--- config.mk ---
export PLATFORM = sky130hd
export DESIGN_NAME = stap_top
export DESIGN_NICKNAME = d
export VERILOG_FILES = /design/src/hw/stap_pkg.sv /design/src/hw/stap_sync_if.sv /design/src/hw/stap_top.sv /design/src/hw/stap_pin_sync.sv
export SDC_FILE = /design/constraint.sdc
export NUM_CORES = 1
export LEC_CHECK = 0
export BUFFER_PORTS_ARGS = -buffer_cell sky130_fd_sc_hd__clkbuf_2
export CAP_MARGIN = 15
export CORE_ASPECT_RATIO = 1.1
export CORE_MARGIN = 5
export CORE_UTILIZATION = 54
export DETAILED_ROUTE_END_ITERATION = 10
export PLACE_DENSITY = 0.8
export SYNTH_ARGS = -nofsm -noshare
export SYNTH_HDL_FRONTEND = slang
export SYNTH_SLANG_ARGS = --single-unit
export TNS_END_PERCENT = 5
--- constraint.sdc ---
create_clock -name clk_i -period 2.7 [get_ports clk_i]
set_clock_uncertainty 0.15 [all_clocks]
set_input_delay 0.27 -clock clk_i [delete_from_list [all_inputs] [get_ports clk_i]]
set_output_delay 0.27 -clock clk_i [all_outputs]
set_load 0.02 [all_outputs]
--- src/hw/stap_pkg.sv ---
// Constants and types shared by the scan test access port
package stap_pkg;

  // ==========================================================
  // Instruction register
  localparam int unsigned IR_WIDTH = 4;
  localparam logic [3:0] IR_RESET_VALUE = 4'h1;    // Idcode-style default after reset
  localparam logic [3:0] IR_CAPTURE_VALUE = 4'h1;  // Fixed pattern captured in capture-ir
  localparam logic [3:0] INSTR_BYPASS = 4'hF;
  localparam logic [3:0] INSTR_IDCODE = 4'h1;
  localparam logic [3:0] INSTR_USER = 4'h2;

  // ==========================================================
  // Data registers
  localparam int unsigned ID_WIDTH = 32;
  localparam int unsigned USER_WIDTH = 16;
  localparam logic [31:0] ID_VALUE = 32'h0000_1001; // Arbitrary neutral identity value
  localparam logic [15:0] USER_RESET_VALUE = 16'h0000;

  // ==========================================================
  // Standard boundary-scan controller states
  typedef enum logic [3:0] {
    ST_TEST_LOGIC_RESET,
    ST_RUN_IDLE,
    ST_SELECT_DR,
    ST_CAPTURE_DR,
    ST_SHIFT_DR,
    ST_EXIT1_DR,
    ST_PAUSE_DR,
    ST_EXIT2_DR,
    ST_UPDATE_DR,
    ST_SELECT_IR,
    ST_CAPTURE_IR,
    ST_SHIFT_IR,
    ST_EXIT1_IR,
    ST_PAUSE_IR,
    ST_EXIT2_IR,
    ST_UPDATE_IR
  } stap_state_e;

endpackage : stap_pkg

--- src/hw/stap_sync_if.sv ---
// Synchronised scan pins passed from the pin stage to the core
`timescale 1ns/1ps
`default_nettype none
interface stap_sync_if;
  logic tck_rise;   // One-cycle pulse on a test clock rising edge
  logic tck_fall;   // One-cycle pulse on a test clock falling edge
  logic tms;        // Synchronised mode select
  logic tdi;        // Synchronised serial data in
  logic trst_n;     // Synchronised test reset, active low
  logic emu_a;      // Synchronised emulator line a
  logic emu_b;      // Synchronised emulator line b
  modport pins (output tck_rise, tck_fall, tms, tdi, trst_n, emu_a, emu_b);
  modport core (input tck_rise, tck_fall, tms, tdi, trst_n, emu_a, emu_b);
endinterface : stap_sync_if
`default_nettype wire

--- src/hw/stap_top.sv ---
// Boundary-scan test access port of the signal processor
// How it works
// Mode select is sampled into the controller on each test clock rising edge.
// Serial data in shifts into the selected instruction or data register on rising edges.
// Serial data out changes only on test clock falling edges.
// Serial data out floats except while a shift state is scanning out.
// Serial data out floats while the global output-disable is active.
// Test reset high gives scan control; low ignores all scan inputs.
// Output-disable latches on test reset fall with line a high; line b low floats.
// Controller follows the standard state sequence; forced to reset while test reset low.
`timescale 1ns/1ps
`default_nettype none
module stap_top #(
  parameter int unsigned USER_W = stap_pkg::USER_WIDTH
) (
  // Clock and reset
  input  wire logic                   clk_i,
  input  wire logic                   reset_i,
  // Scan pins
  input  wire logic                   tck_i,
  input  wire logic                   tms_i,
  input  wire logic                   tdi_i,
  input  wire logic                   trst_n_i,
  output logic                        tdo_o,
  output logic                        tdo_oe_n_o,
  // Emulator lines
  input  wire logic                   emulator_event_line_a_i,
  input  wire logic                   emulator_event_line_b_i,
  // Device side
  output logic                        scan_control_o,
  output logic                        outputs_off_o,
  output logic [USER_W-1:0]           user_data_o,
  output logic [stap_pkg::IR_WIDTH-1:0] instr_o
);

  // ==========================================================
  // Parameter check
  // Shift paths slice [USER_W-1:1], so one bit cannot be served
  if (USER_W < 2) begin : gen_user_w_check
    $error("USER_W must be at least 2 for the shift path");
  end

  stap_sync_if sync ();

  stap_pin_sync u_sync (
    .clk_i    (clk_i),
    .reset_i  (reset_i),
    .tck_i    (tck_i),
    .tms_i    (tms_i),
    .tdi_i    (tdi_i),
    .trst_n_i (trst_n_i),
    .emu_a_i  (emulator_event_line_a_i),
    .emu_b_i  (emulator_event_line_b_i),
    .sync     (sync)
  );

  stap_pkg::stap_state_e       state_reg;
  stap_pkg::stap_state_e       state_next;
  logic [stap_pkg::IR_WIDTH-1:0] ir_shift_reg;
  logic [stap_pkg::IR_WIDTH-1:0] ir_reg;
  logic [stap_pkg::ID_WIDTH-1:0] id_shift_reg;
  logic [USER_W-1:0]           user_shift_reg;
  logic [USER_W-1:0]           user_reg;
  logic                        bypass_reg;
  logic                        tdo_reg;
  logic                        tdo_en_reg;
  logic                        trst_last_reg;
  logic                        off_armed_reg;
  logic                        serial_bit;

  // ==========================================================
  // Next state of the standard controller
  always_comb begin
    state_next = state_reg;
    case (state_reg)
      stap_pkg::ST_TEST_LOGIC_RESET:
        state_next = sync.tms ? stap_pkg::ST_TEST_LOGIC_RESET : stap_pkg::ST_RUN_IDLE;
      stap_pkg::ST_RUN_IDLE:
        state_next = sync.tms ? stap_pkg::ST_SELECT_DR : stap_pkg::ST_RUN_IDLE;
      stap_pkg::ST_SELECT_DR:
        state_next = sync.tms ? stap_pkg::ST_SELECT_IR : stap_pkg::ST_CAPTURE_DR;
      stap_pkg::ST_CAPTURE_DR:
        state_next = sync.tms ? stap_pkg::ST_EXIT1_DR : stap_pkg::ST_SHIFT_DR;
      stap_pkg::ST_SHIFT_DR:
        state_next = sync.tms ? stap_pkg::ST_EXIT1_DR : stap_pkg::ST_SHIFT_DR;
      stap_pkg::ST_EXIT1_DR:
        state_next = sync.tms ? stap_pkg::ST_UPDATE_DR : stap_pkg::ST_PAUSE_DR;
      stap_pkg::ST_PAUSE_DR:
        state_next = sync.tms ? stap_pkg::ST_EXIT2_DR : stap_pkg::ST_PAUSE_DR;
      stap_pkg::ST_EXIT2_DR:
        state_next = sync.tms ? stap_pkg::ST_UPDATE_DR : stap_pkg::ST_SHIFT_DR;
      stap_pkg::ST_UPDATE_DR:
        state_next = sync.tms ? stap_pkg::ST_SELECT_DR : stap_pkg::ST_RUN_IDLE;
      stap_pkg::ST_SELECT_IR:
        state_next = sync.tms ? stap_pkg::ST_TEST_LOGIC_RESET : stap_pkg::ST_CAPTURE_IR;
      stap_pkg::ST_CAPTURE_IR:
        state_next = sync.tms ? stap_pkg::ST_EXIT1_IR : stap_pkg::ST_SHIFT_IR;
      stap_pkg::ST_SHIFT_IR:
        state_next = sync.tms ? stap_pkg::ST_EXIT1_IR : stap_pkg::ST_SHIFT_IR;
      stap_pkg::ST_EXIT1_IR:
        state_next = sync.tms ? stap_pkg::ST_UPDATE_IR : stap_pkg::ST_PAUSE_IR;
      stap_pkg::ST_PAUSE_IR:
        state_next = sync.tms ? stap_pkg::ST_EXIT2_IR : stap_pkg::ST_PAUSE_IR;
      stap_pkg::ST_EXIT2_IR:
        state_next = sync.tms ? stap_pkg::ST_UPDATE_IR : stap_pkg::ST_SHIFT_IR;
      stap_pkg::ST_UPDATE_IR:
        state_next = sync.tms ? stap_pkg::ST_SELECT_DR : stap_pkg::ST_RUN_IDLE;
      default:
        state_next = stap_pkg::ST_TEST_LOGIC_RESET;
    endcase
  end

  // State register, held in reset while test reset is low
  always_ff @(posedge clk_i or posedge reset_i) begin
    if (reset_i) begin
      state_reg <= stap_pkg::ST_TEST_LOGIC_RESET;
    end else if (!sync.trst_n) begin
      state_reg <= stap_pkg::ST_TEST_LOGIC_RESET;          // see
    end else if (sync.tck_rise) begin
      state_reg <= state_next;                             // see
    end
  end

  // ==========================================================
  // Instruction register path
  always_ff @(posedge clk_i or posedge reset_i) begin
    if (reset_i) begin
      ir_shift_reg <= stap_pkg::IR_RESET_VALUE;
      ir_reg       <= stap_pkg::IR_RESET_VALUE;
    end else if (!sync.trst_n || state_reg == stap_pkg::ST_TEST_LOGIC_RESET) begin
      ir_shift_reg <= stap_pkg::IR_RESET_VALUE;
      ir_reg       <= stap_pkg::IR_RESET_VALUE;
    end else if (sync.tck_rise) begin
      if (state_reg == stap_pkg::ST_CAPTURE_IR) begin
        ir_shift_reg <= stap_pkg::IR_CAPTURE_VALUE;
      end else if (state_reg == stap_pkg::ST_SHIFT_IR) begin
        ir_shift_reg <= {sync.tdi, ir_shift_reg[stap_pkg::IR_WIDTH-1:1]};
      end else if (state_reg == stap_pkg::ST_UPDATE_IR) begin
        ir_reg <= ir_shift_reg;
      end
    end
  end

  // Data registers: capture of all three, shift of the selected one, update of the user one
  always_ff @(posedge clk_i or posedge reset_i) begin
    if (reset_i) begin
      id_shift_reg   <= stap_pkg::ID_VALUE;
      user_shift_reg <= USER_W'(stap_pkg::USER_RESET_VALUE);
      user_reg       <= USER_W'(stap_pkg::USER_RESET_VALUE);
      bypass_reg     <= 1'b0;
    end else if (!sync.trst_n) begin
      user_reg       <= USER_W'(stap_pkg::USER_RESET_VALUE);
    end else if (sync.tck_rise) begin
      if (state_reg == stap_pkg::ST_CAPTURE_DR) begin
        id_shift_reg   <= stap_pkg::ID_VALUE;
        user_shift_reg <= user_reg;
        bypass_reg     <= 1'b0;
      end else if (state_reg == stap_pkg::ST_SHIFT_DR) begin
        if (ir_reg == stap_pkg::INSTR_IDCODE) begin
          id_shift_reg <= {sync.tdi, id_shift_reg[stap_pkg::ID_WIDTH-1:1]};
        end else if (ir_reg == stap_pkg::INSTR_USER) begin
          user_shift_reg <= {sync.tdi, user_shift_reg[USER_W-1:1]};
        end else begin
          bypass_reg <= sync.tdi;
        end
      end else if (state_reg == stap_pkg::ST_UPDATE_DR && ir_reg == stap_pkg::INSTR_USER) begin
        user_reg <= user_shift_reg;
      end
    end
  end

  // ==========================================================
  // Bit presented at the serial output
  always_comb begin
    if (state_reg == stap_pkg::ST_SHIFT_IR) begin
      serial_bit = ir_shift_reg[0];
    end else if (ir_reg == stap_pkg::INSTR_IDCODE) begin
      serial_bit = id_shift_reg[0];
    end else if (ir_reg == stap_pkg::INSTR_USER) begin
      serial_bit = user_shift_reg[0];
    end else begin
      serial_bit = bypass_reg;
    end
  end

  // Output data changes on falling edges only; enable also clears while test reset is low
  always_ff @(posedge clk_i or posedge reset_i) begin
    if (reset_i) begin
      tdo_reg    <= 1'b0;
      tdo_en_reg <= 1'b0;
    end else if (!sync.trst_n) begin
      tdo_en_reg <= 1'b0;                                  // see
    end else if (sync.tck_fall) begin
      tdo_reg    <= serial_bit;
      tdo_en_reg <= (state_reg == stap_pkg::ST_SHIFT_DR) ||
                    (state_reg == stap_pkg::ST_SHIFT_IR);
    end
  end

  // ==========================================================
  // Output-disable arming on the falling edge of test reset
  always_ff @(posedge clk_i or posedge reset_i) begin
    if (reset_i) begin
      trst_last_reg <= 1'b0;
      off_armed_reg <= 1'b0;
    end else begin
      trst_last_reg <= sync.trst_n;
      if (sync.trst_n) begin
        off_armed_reg <= 1'b0;
      end else if (trst_last_reg && sync.emu_a) begin
        off_armed_reg <= 1'b1;
      end
    end
  end

  // Pin drive and device-side status
  assign outputs_off_o  = off_armed_reg & ~sync.emu_b;
  assign tdo_o          = tdo_reg;
  assign tdo_oe_n_o     = ~(tdo_en_reg & ~outputs_off_o);  // see
  assign scan_control_o = sync.trst_n;
  assign user_data_o    = user_reg;
  assign instr_o        = ir_reg;

endmodule : stap_top
`default_nettype wire

--- src/hw/stap_pin_sync.sv ---
// Two-stage synchronisers and test clock edge detection
`timescale 1ns/1ps
`default_nettype none
module stap_pin_sync (
  // Clock and reset
  input  wire logic clk_i,
  input  wire logic reset_i,
  // Raw pins
  input  wire logic tck_i,
  input  wire logic tms_i,
  input  wire logic tdi_i,
  input  wire logic trst_n_i,
  input  wire logic emu_a_i,
  input  wire logic emu_b_i,
  // Synchronised side
  stap_sync_if.pins sync
);

  logic [5:0] meta_reg;
  logic [5:0] sync_reg;
  logic       tck_last_reg;

  // ==========================================================
  // Two flip-flops per pin; only sync_reg is read onward
  always_ff @(posedge clk_i or posedge reset_i) begin
    if (reset_i) begin
      meta_reg <= 6'h00;
      sync_reg <= 6'h00;
    end else begin
      meta_reg <= {emu_b_i, emu_a_i, trst_n_i, tdi_i, tms_i, tck_i};
      sync_reg <= meta_reg;
    end
  end

  // Previous test clock level for edge finding
  always_ff @(posedge clk_i or posedge reset_i) begin
    if (reset_i) begin
      tck_last_reg <= 1'b0;
    end else begin
      tck_last_reg <= sync_reg[0];
    end
  end

  // Edge pulses and level outputs
  assign sync.tck_rise = sync_reg[0] & ~tck_last_reg;
  assign sync.tck_fall = ~sync_reg[0] & tck_last_reg;
  assign sync.tms      = sync_reg[1];
  assign sync.tdi      = sync_reg[2];
  assign sync.trst_n   = sync_reg[3];
  assign sync.emu_a    = sync_reg[4];
  assign sync.emu_b    = sync_reg[5];

endmodule : stap_pin_sync
`default_nettype wire

==> flow_summary.yaml, run 1 <==
outcome:
  outcome: "complete, no violations"
clocking:
  clk_latency_ns: 0.36
  clockBufferDepth: 2
  cts_setup_buffers: 0
  cts_tree: "yes"
  clockRootBuffer: "clkbuf_8"
  htreeDepth: 3
  cts_made_buffers: 9
  clkTransAtPathRegs_ns: 0.08
  cts_sinks: 94
worst_setup_path:
  path_max_fanout: 21
  r2r_slack_ns: 0.49
  critical_path_class: "flip-flop to flip-flop"
  worstSetupEndpointType: "flip-flop"
  r2r-start: "state_reg[0]$_DFFE_PP0N_"
  crit_required_ns: 2.80
  start_kind: "flip-flop"
  reg2reg_depth: 5
  r2r-end: "id_shift_reg[16]$_DFFE_PP0P_"
  cp.arrival_ns: 2.31
synthesis:
  synthesis.nets: 343
  ys_async_sr_fraction_pct: 100
  synth_top_area_share_pct: 54.5
  ys_seq_area_share_pct: 57.0
  synth-edff-count: 0
  ys_ff_latch: 94
  yosysTopAreaCell: "dfrtp_1"
  synth_cell_type_count: 47
  avgSynthCellArea_sq_um: 12.3
  syn_area_sq_mm: 0.00413
  ys.flop_type: "dfrtp_1"
  yosys-top-cells-area: "dfrtp_1, mux2i_1, a22o_1"
  synth-warning-count: 0
  syn-instance-count: 335
placed_design:
  gp_congestion: 0.819
  port_buffers: 31
  hpwl_um: 4610
floorplanning:
  dieHeight_um: 102
  fp-row-count: 33
  start_util_pct: 55.3
  die-area_sq_mm: 0.00950
  fp.dieW_um: 93.4
  core_area_sq_mm: 0.00747
  ioPinCount: 32
routing:
  drc: 0
  ant_nets: 0
  drt_pass1_iterations: 4
  via_per_inst: 5.42
  avgRoutedWirePerCell_um: 15.1
  dr_total_vias: 2594
  drt-total-wl_um: 7220
  drt_iter0_drc: 96
pwr:
  leakagePower_nw: 2.10
  vdd_drop_max_v: 0.000338
  powerDensity_mw_per_mm2: 551
grt:
  grt_pass1_vias: 2653
  grt_max_degree: 56
  track_usage_pct: 16.5
  antenna_found_initial: 0
  overflow: 0
  grt_pass1_wl_um: 12400
timing:
  fin_crit_sh_pct: 81.7
  fmax_ghz: 0.453
  timing.final.hold_violations: 0
  finalSetupViolCount: 0
  tightest_slew_ns: 0.780
  finalMaxSlewViolations: 0
  slew_headroom_pct: 47.5
  fin_setup_tns_ns: 0
  rsz0062_at_grt: "false"
  period_minus_slack_ns: 2.21
finish:
  largest_reg_flops: 32
  layout_commonest_cell: "dfrtp_1"
  layout_common_cells: "dfrtp_1, mux2i_1, clkbuf_2"
  fillers: 592
  syn_to_final_growth_pct: 11.3
  diodes: 0
  drive_above_1_share_pct: 19.8
  fin_util_pct: 61.6
  register_area_sq_mm: 0.00236
  multiInputGateArea_sq_mm: 0.00158
  nets: 378
worst_hold_path:
  hold_path_startpoint: "u_sync.meta_reg[0]$_DFF_PP0_"
  min_to: "u_sync.sync_reg[0]$_DFF_PP0_"
  min_path_cells: 0
  hold_path.class: "flip-flop to flip-flop"
flow_run:
  drv_cap: 0
## layout make-up
class                      instances  area share [%]
clock buffer                      10            2.99
clock inverter                     5            1.28
inverter                           5           0.490
multi-input combinational        212            34.3
sequential                        94            51.2
tap                              105            2.86
timing repair buffer              48            6.80
## per-layer routing
layer / up-vias / GRT usage, % / routed length, um
li1: 1272 / - / -
met1: 1262 / 22.4 / 3560
met2: 51 / 25.7 / 3260
met3: 9 / 4.09 / 313
met4: 0 / 6.43 / 85
met5: - / 0 / 0
## logic make-up after synthesis
kind of cell | Yosys count | synth area share, %
multiplexers | 37 | 8.96
AO/OA/AOI/OAI | 85 | 15.4
flip-flops | 94 | 57.0
buffers and inverters | 29 | 4.72
AND/OR/NAND/NOR | 88 | 13.5
XOR/XNOR | 2 | 0.424
## report_power, final
| part | internal [mW] | leakage, nW | total [mW] | switching, mW |
|---|---|---|---|---|
| Combinational | 0.0586 | 0.748 | 0.146 | 0.0879 |
| Clock | 0.449 | 0.0948 | 0.920 | 0.471 |
| Sequential | 1.44 | 1.26 | 1.47 | 0.0287 |
| Total | 1.95 | 2.10 | 2.54 | 0.587 |
## worst max-delay path, cell delays in order, from the launching register on
cell and delay, ns:
dfrtp_1 0.74, and3b_1 0.35, o21ai_4 0.12, o21bai_4 0.24, buf_4 0.23, a22o_1 0.25
## metrics by stage
step / power [mW] / area [sq um] / worst slack (ns) / hold WS (ns) / instances
final: 2.54 / 4600 / 0.493 / 0.202 / 479
after global routing: 2.63 / 4600 / 0.375 / 0.210 / 479
after CTS: 2.57 / 4600 / 0.507 / 0.204 / 479
after detailed placement: 1.64 / 4330 / 0.509 / 0.185 / 457
after global placement: 1.63 / 4330 / 0.608 / 0.182 / 457
after floorplan: 1.60 / 4140 / 0.910 / 0.151 / 335
## worst max path at each step
stage / startpoint / to / slack (ns) / cells past startpoint
2_1_floorplan: instr_o[1]$_DFFE_PP0P_ / user_data_o[15]$_DFFE_PP0P_ / 0.91 / 6
3_3_place_gp: state_reg[0]$_DFFE_PP0N_ / id_shift_reg[25]$_DFFE_PP0P_ / 0.61 / 5
4_1_cts: state_reg[0]$_DFFE_PP0N_ / id_shift_reg[17]$_DFFE_PP0P_ / 0.51 / 5
3_5_place_dp: state_reg[0]$_DFFE_PP0N_ / id_shift_reg[22]$_DFFE_PP0P_ / 0.51 / 5
6_report: state_reg[0]$_DFFE_PP0N_ / id_shift_reg[16]$_DFFE_PP0P_ / 0.49 / 5
5_1_grt: state_reg[0]$_DFFE_PP0N_ / id_shift_reg[17]$_DFFE_PP0P_ / 0.37 / 5
## synth_stat cells, types with 7 or more instances
library cell / count
nand2b_1: 7
a21oi_1: 14
nand2_1: 19
a22o_1: 29
o21ai_0: 8
nor2b_1: 22
buf_2: 9
dfrtp_1: 90
o21ai_1: 11
nor2_1: 14
mux2i_1: 37
buf_6: 10
## what timing repair did
item / in CTS / in global routing
resized for setup: 0 / 0
hold buffers: 7 / 0
endpoints found under the hold margin: 29 / 0
(Power assumes the default switching activity.)
==> inputs of run 2 (changes only) <==
==> constraint.sdc (replaced) <==
create_clock -name clk_i -period 1.85 [get_ports clk_i]
set_clock_uncertainty 0.15 [all_clocks]
set_input_delay 0.185 -clock clk_i [delete_from_list [all_inputs] [get_ports clk_i]]
set_output_delay 0.185 -clock clk_i [all_outputs]
set_load 0.02 [all_outputs]
==> run 2 against run 1 <==
  * Sequential power up 45%
  * Flip-flop and latch count unchanged
  * Design area up 4.2%
  * Global-route usage up 0.99 points
  * Fmax up 22%
  * Combinational power up 75%
==> flow_summary.yaml, run 2 (same netlist as run 1, synthesis figures left out) <==
grt:
  overflow: 0
  grt_pass1_wl_um: 13200
  grt_max_degree: 37
  antenna_found_initial: 0
  track_usage_pct: 17.5
  grt_pass1_vias: 2733
worst_setup_path:
  cp.arrival_ns: 1.96
  r2r-start: "state_reg[1]$_DFFE_PP0N_"
  worstSetupEndpointType: "flip-flop"
  crit_required_ns: 2.00
  start_kind: "flip-flop"
  path_max_fanout: 29
  critPathLaunch: "state_reg[1]$_DFFE_PP0N_"
  critical_path_class: "flip-flop to flip-flop"
pwr:
  leakagePower_nw: 2.22
  pwr-share-seq_pct: 59.3
  sw_frac_of_total_pct: 24.7
  power_mw: 3.59
  intPower_mw: 2.71
  pwr-share-comb_pct: 7.1
  powerDensity_mw_per_mm2: 749
  power.switching_mw: 0.889
  clkPwrFrac_pct: 33.5
  vdd_drop_max_v: 0.000436
clocking:
  clkTransAtPathRegs_ns: 0.09
  clockBufferDepth: 2
  htreeDepth: 3
  cts_made_buffers: 9
  cts_sinks: 94
  cts_tree: "yes"
  clk_latency_ns: 0.36
  clockRootBuffer: "clkbuf_8"
routing:
  drt_iter0_drc: 124
  drt_pass1_iterations: 4
  via_per_inst: 5.56
  avgRoutedWirePerCell_um: 15.6
  drc: 0
  drt-total-wl_um: 7710
  ant_nets: 0
  dr_total_vias: 2752
timing:
  tightest_slew_ns: 0.410
  timing.final.hold_violations: 0
  fmax_ghz: 0.554
  period_minus_slack_ns: 1.81
  rsz0062_at_grt: "true"
  finalMaxSlewViolations: 0
  slew_headroom_pct: 72.6
  fin_crit_sh_pct: 97.6
  finalSetupViolCount: 0
finish:
  register_area_sq_mm: 0.00236
  nets: 393
  layout_commonest_cell: "dfrtp_1"
  fin_cells: 495
  fin_util_pct: 64.2
  layout_common_cells: "dfrtp_1, mux2i_1, clkbuf_2"
  fillers: 559
  largest_reg_flops: 32
  drive_above_1_share_pct: 24.1
  syn_to_final_growth_pct: 16.0
  multiInputGateArea_sq_mm: 0.00162
  diodes: 0
floorplanning:
  start_util_pct: 55.3
  core_area_sq_mm: 0.00747
  die-area_sq_mm: 0.00950
  ioPinCount: 32
  fp.dieW_um: 93.4
  fp-row-count: 33
  dieHeight_um: 102
placed_design:
  hpwl_um: 5050
  place_inst: 469
  gp_congestion: 0.808
  port_buffers: 31
flow_run:
  drv_cap: 0
outcome:
  outcome: "complete, no violations"
worst_hold_path:
  hold_path.class: "input port to asynchronous set/reset pin"
[run 2: worst paths after layout]
| path | end | slack, ns | cells past startpoint |
|---|---|---|---|
| min in group clk_i | u_sync.sync_reg[0]$_DFF_PP0_ | 0.20 | 0 |
| min | ir_shift_reg[3]$_DFFE_PP0P_ | 0.20 | 3 |
| min reg2reg | u_sync.sync_reg[0]$_DFF_PP0_ | 0.20 | 0 |
| max in group asynchronous | id_shift_reg[0]$_DFFE_PP1P_ | 0.75 | 4 |
| max reg2reg | id_shift_reg[9]$_DFFE_PP0P_ | 0.04 | 6 |
| max | id_shift_reg[9]$_DFFE_PP0P_ | 0.04 | 6 |
[run 2: critical path, cell delays in order, from the launching register on]
cell	delay [ns]
dfrtp_1	0.50
and3b_2	0.30
o21ai_4	0.10
buf_12	0.14
nor3_4	0.21
buf_12	0.20
a22o_1	0.15
[run 2: repair_timing]
item                                    4_1_cts  5_1_grt
buffers inserted                              0        2
endpoints found under the hold margin        81        0
gates resized for setup                       0        9
hold buffers                                  7        0
endpoints found under the setup margin        0       40
[run 2: layout make-up]
| type | instances | share of cell area (%) |
|---|---|---|
| clock buffer | 10 | 2.66 |
| clock inverter | 6 | 0.991 |
| inverter | 5 | 0.470 |
| multi-input combinational | 213 | 33.8 |
| sequential | 94 | 49.2 |
| tap | 105 | 2.74 |
| timing repair buffer | 62 | 10.1 |
[run 2: through the flow]
stage / setup WS (ns) / hold WS [ns] / area [sq um] / TNS (ns)
floorplan: 0.0603 / 0.0664 / 4140 / 0
global placement: 0.100 / 0.0367 / 4490 / 0
detailed placement: 0.0384 / 0.0396 / 4490 / 0
CTS: 0.0186 / 0.194 / 4730 / 0
global route: -0.0223 / 0.213 / 4800 / -0.180
finish: 0.0438 / 0.197 / 4800 / 0
[run 2: layer usage]
layer	track usage [%]	vias up	wire, um
met5	0	-	0
met4	7.22	0	125
met1	24.0	1386	3600
li1	-	1315	-
met3	2.90	10	238
met2	27.8	41	3750
[run 2: power by group through the flow]
stage	clock, mW	combinational (mW)	sequential [mW]
final	1.21	0.256	2.13
after global routing	1.31	0.284	2.14
after CTS	1.25	0.255	2.13
after detailed placement	0	0.242	2.17
after global placement	0	0.234	2.17
after floorplan	0	0.164	2.17
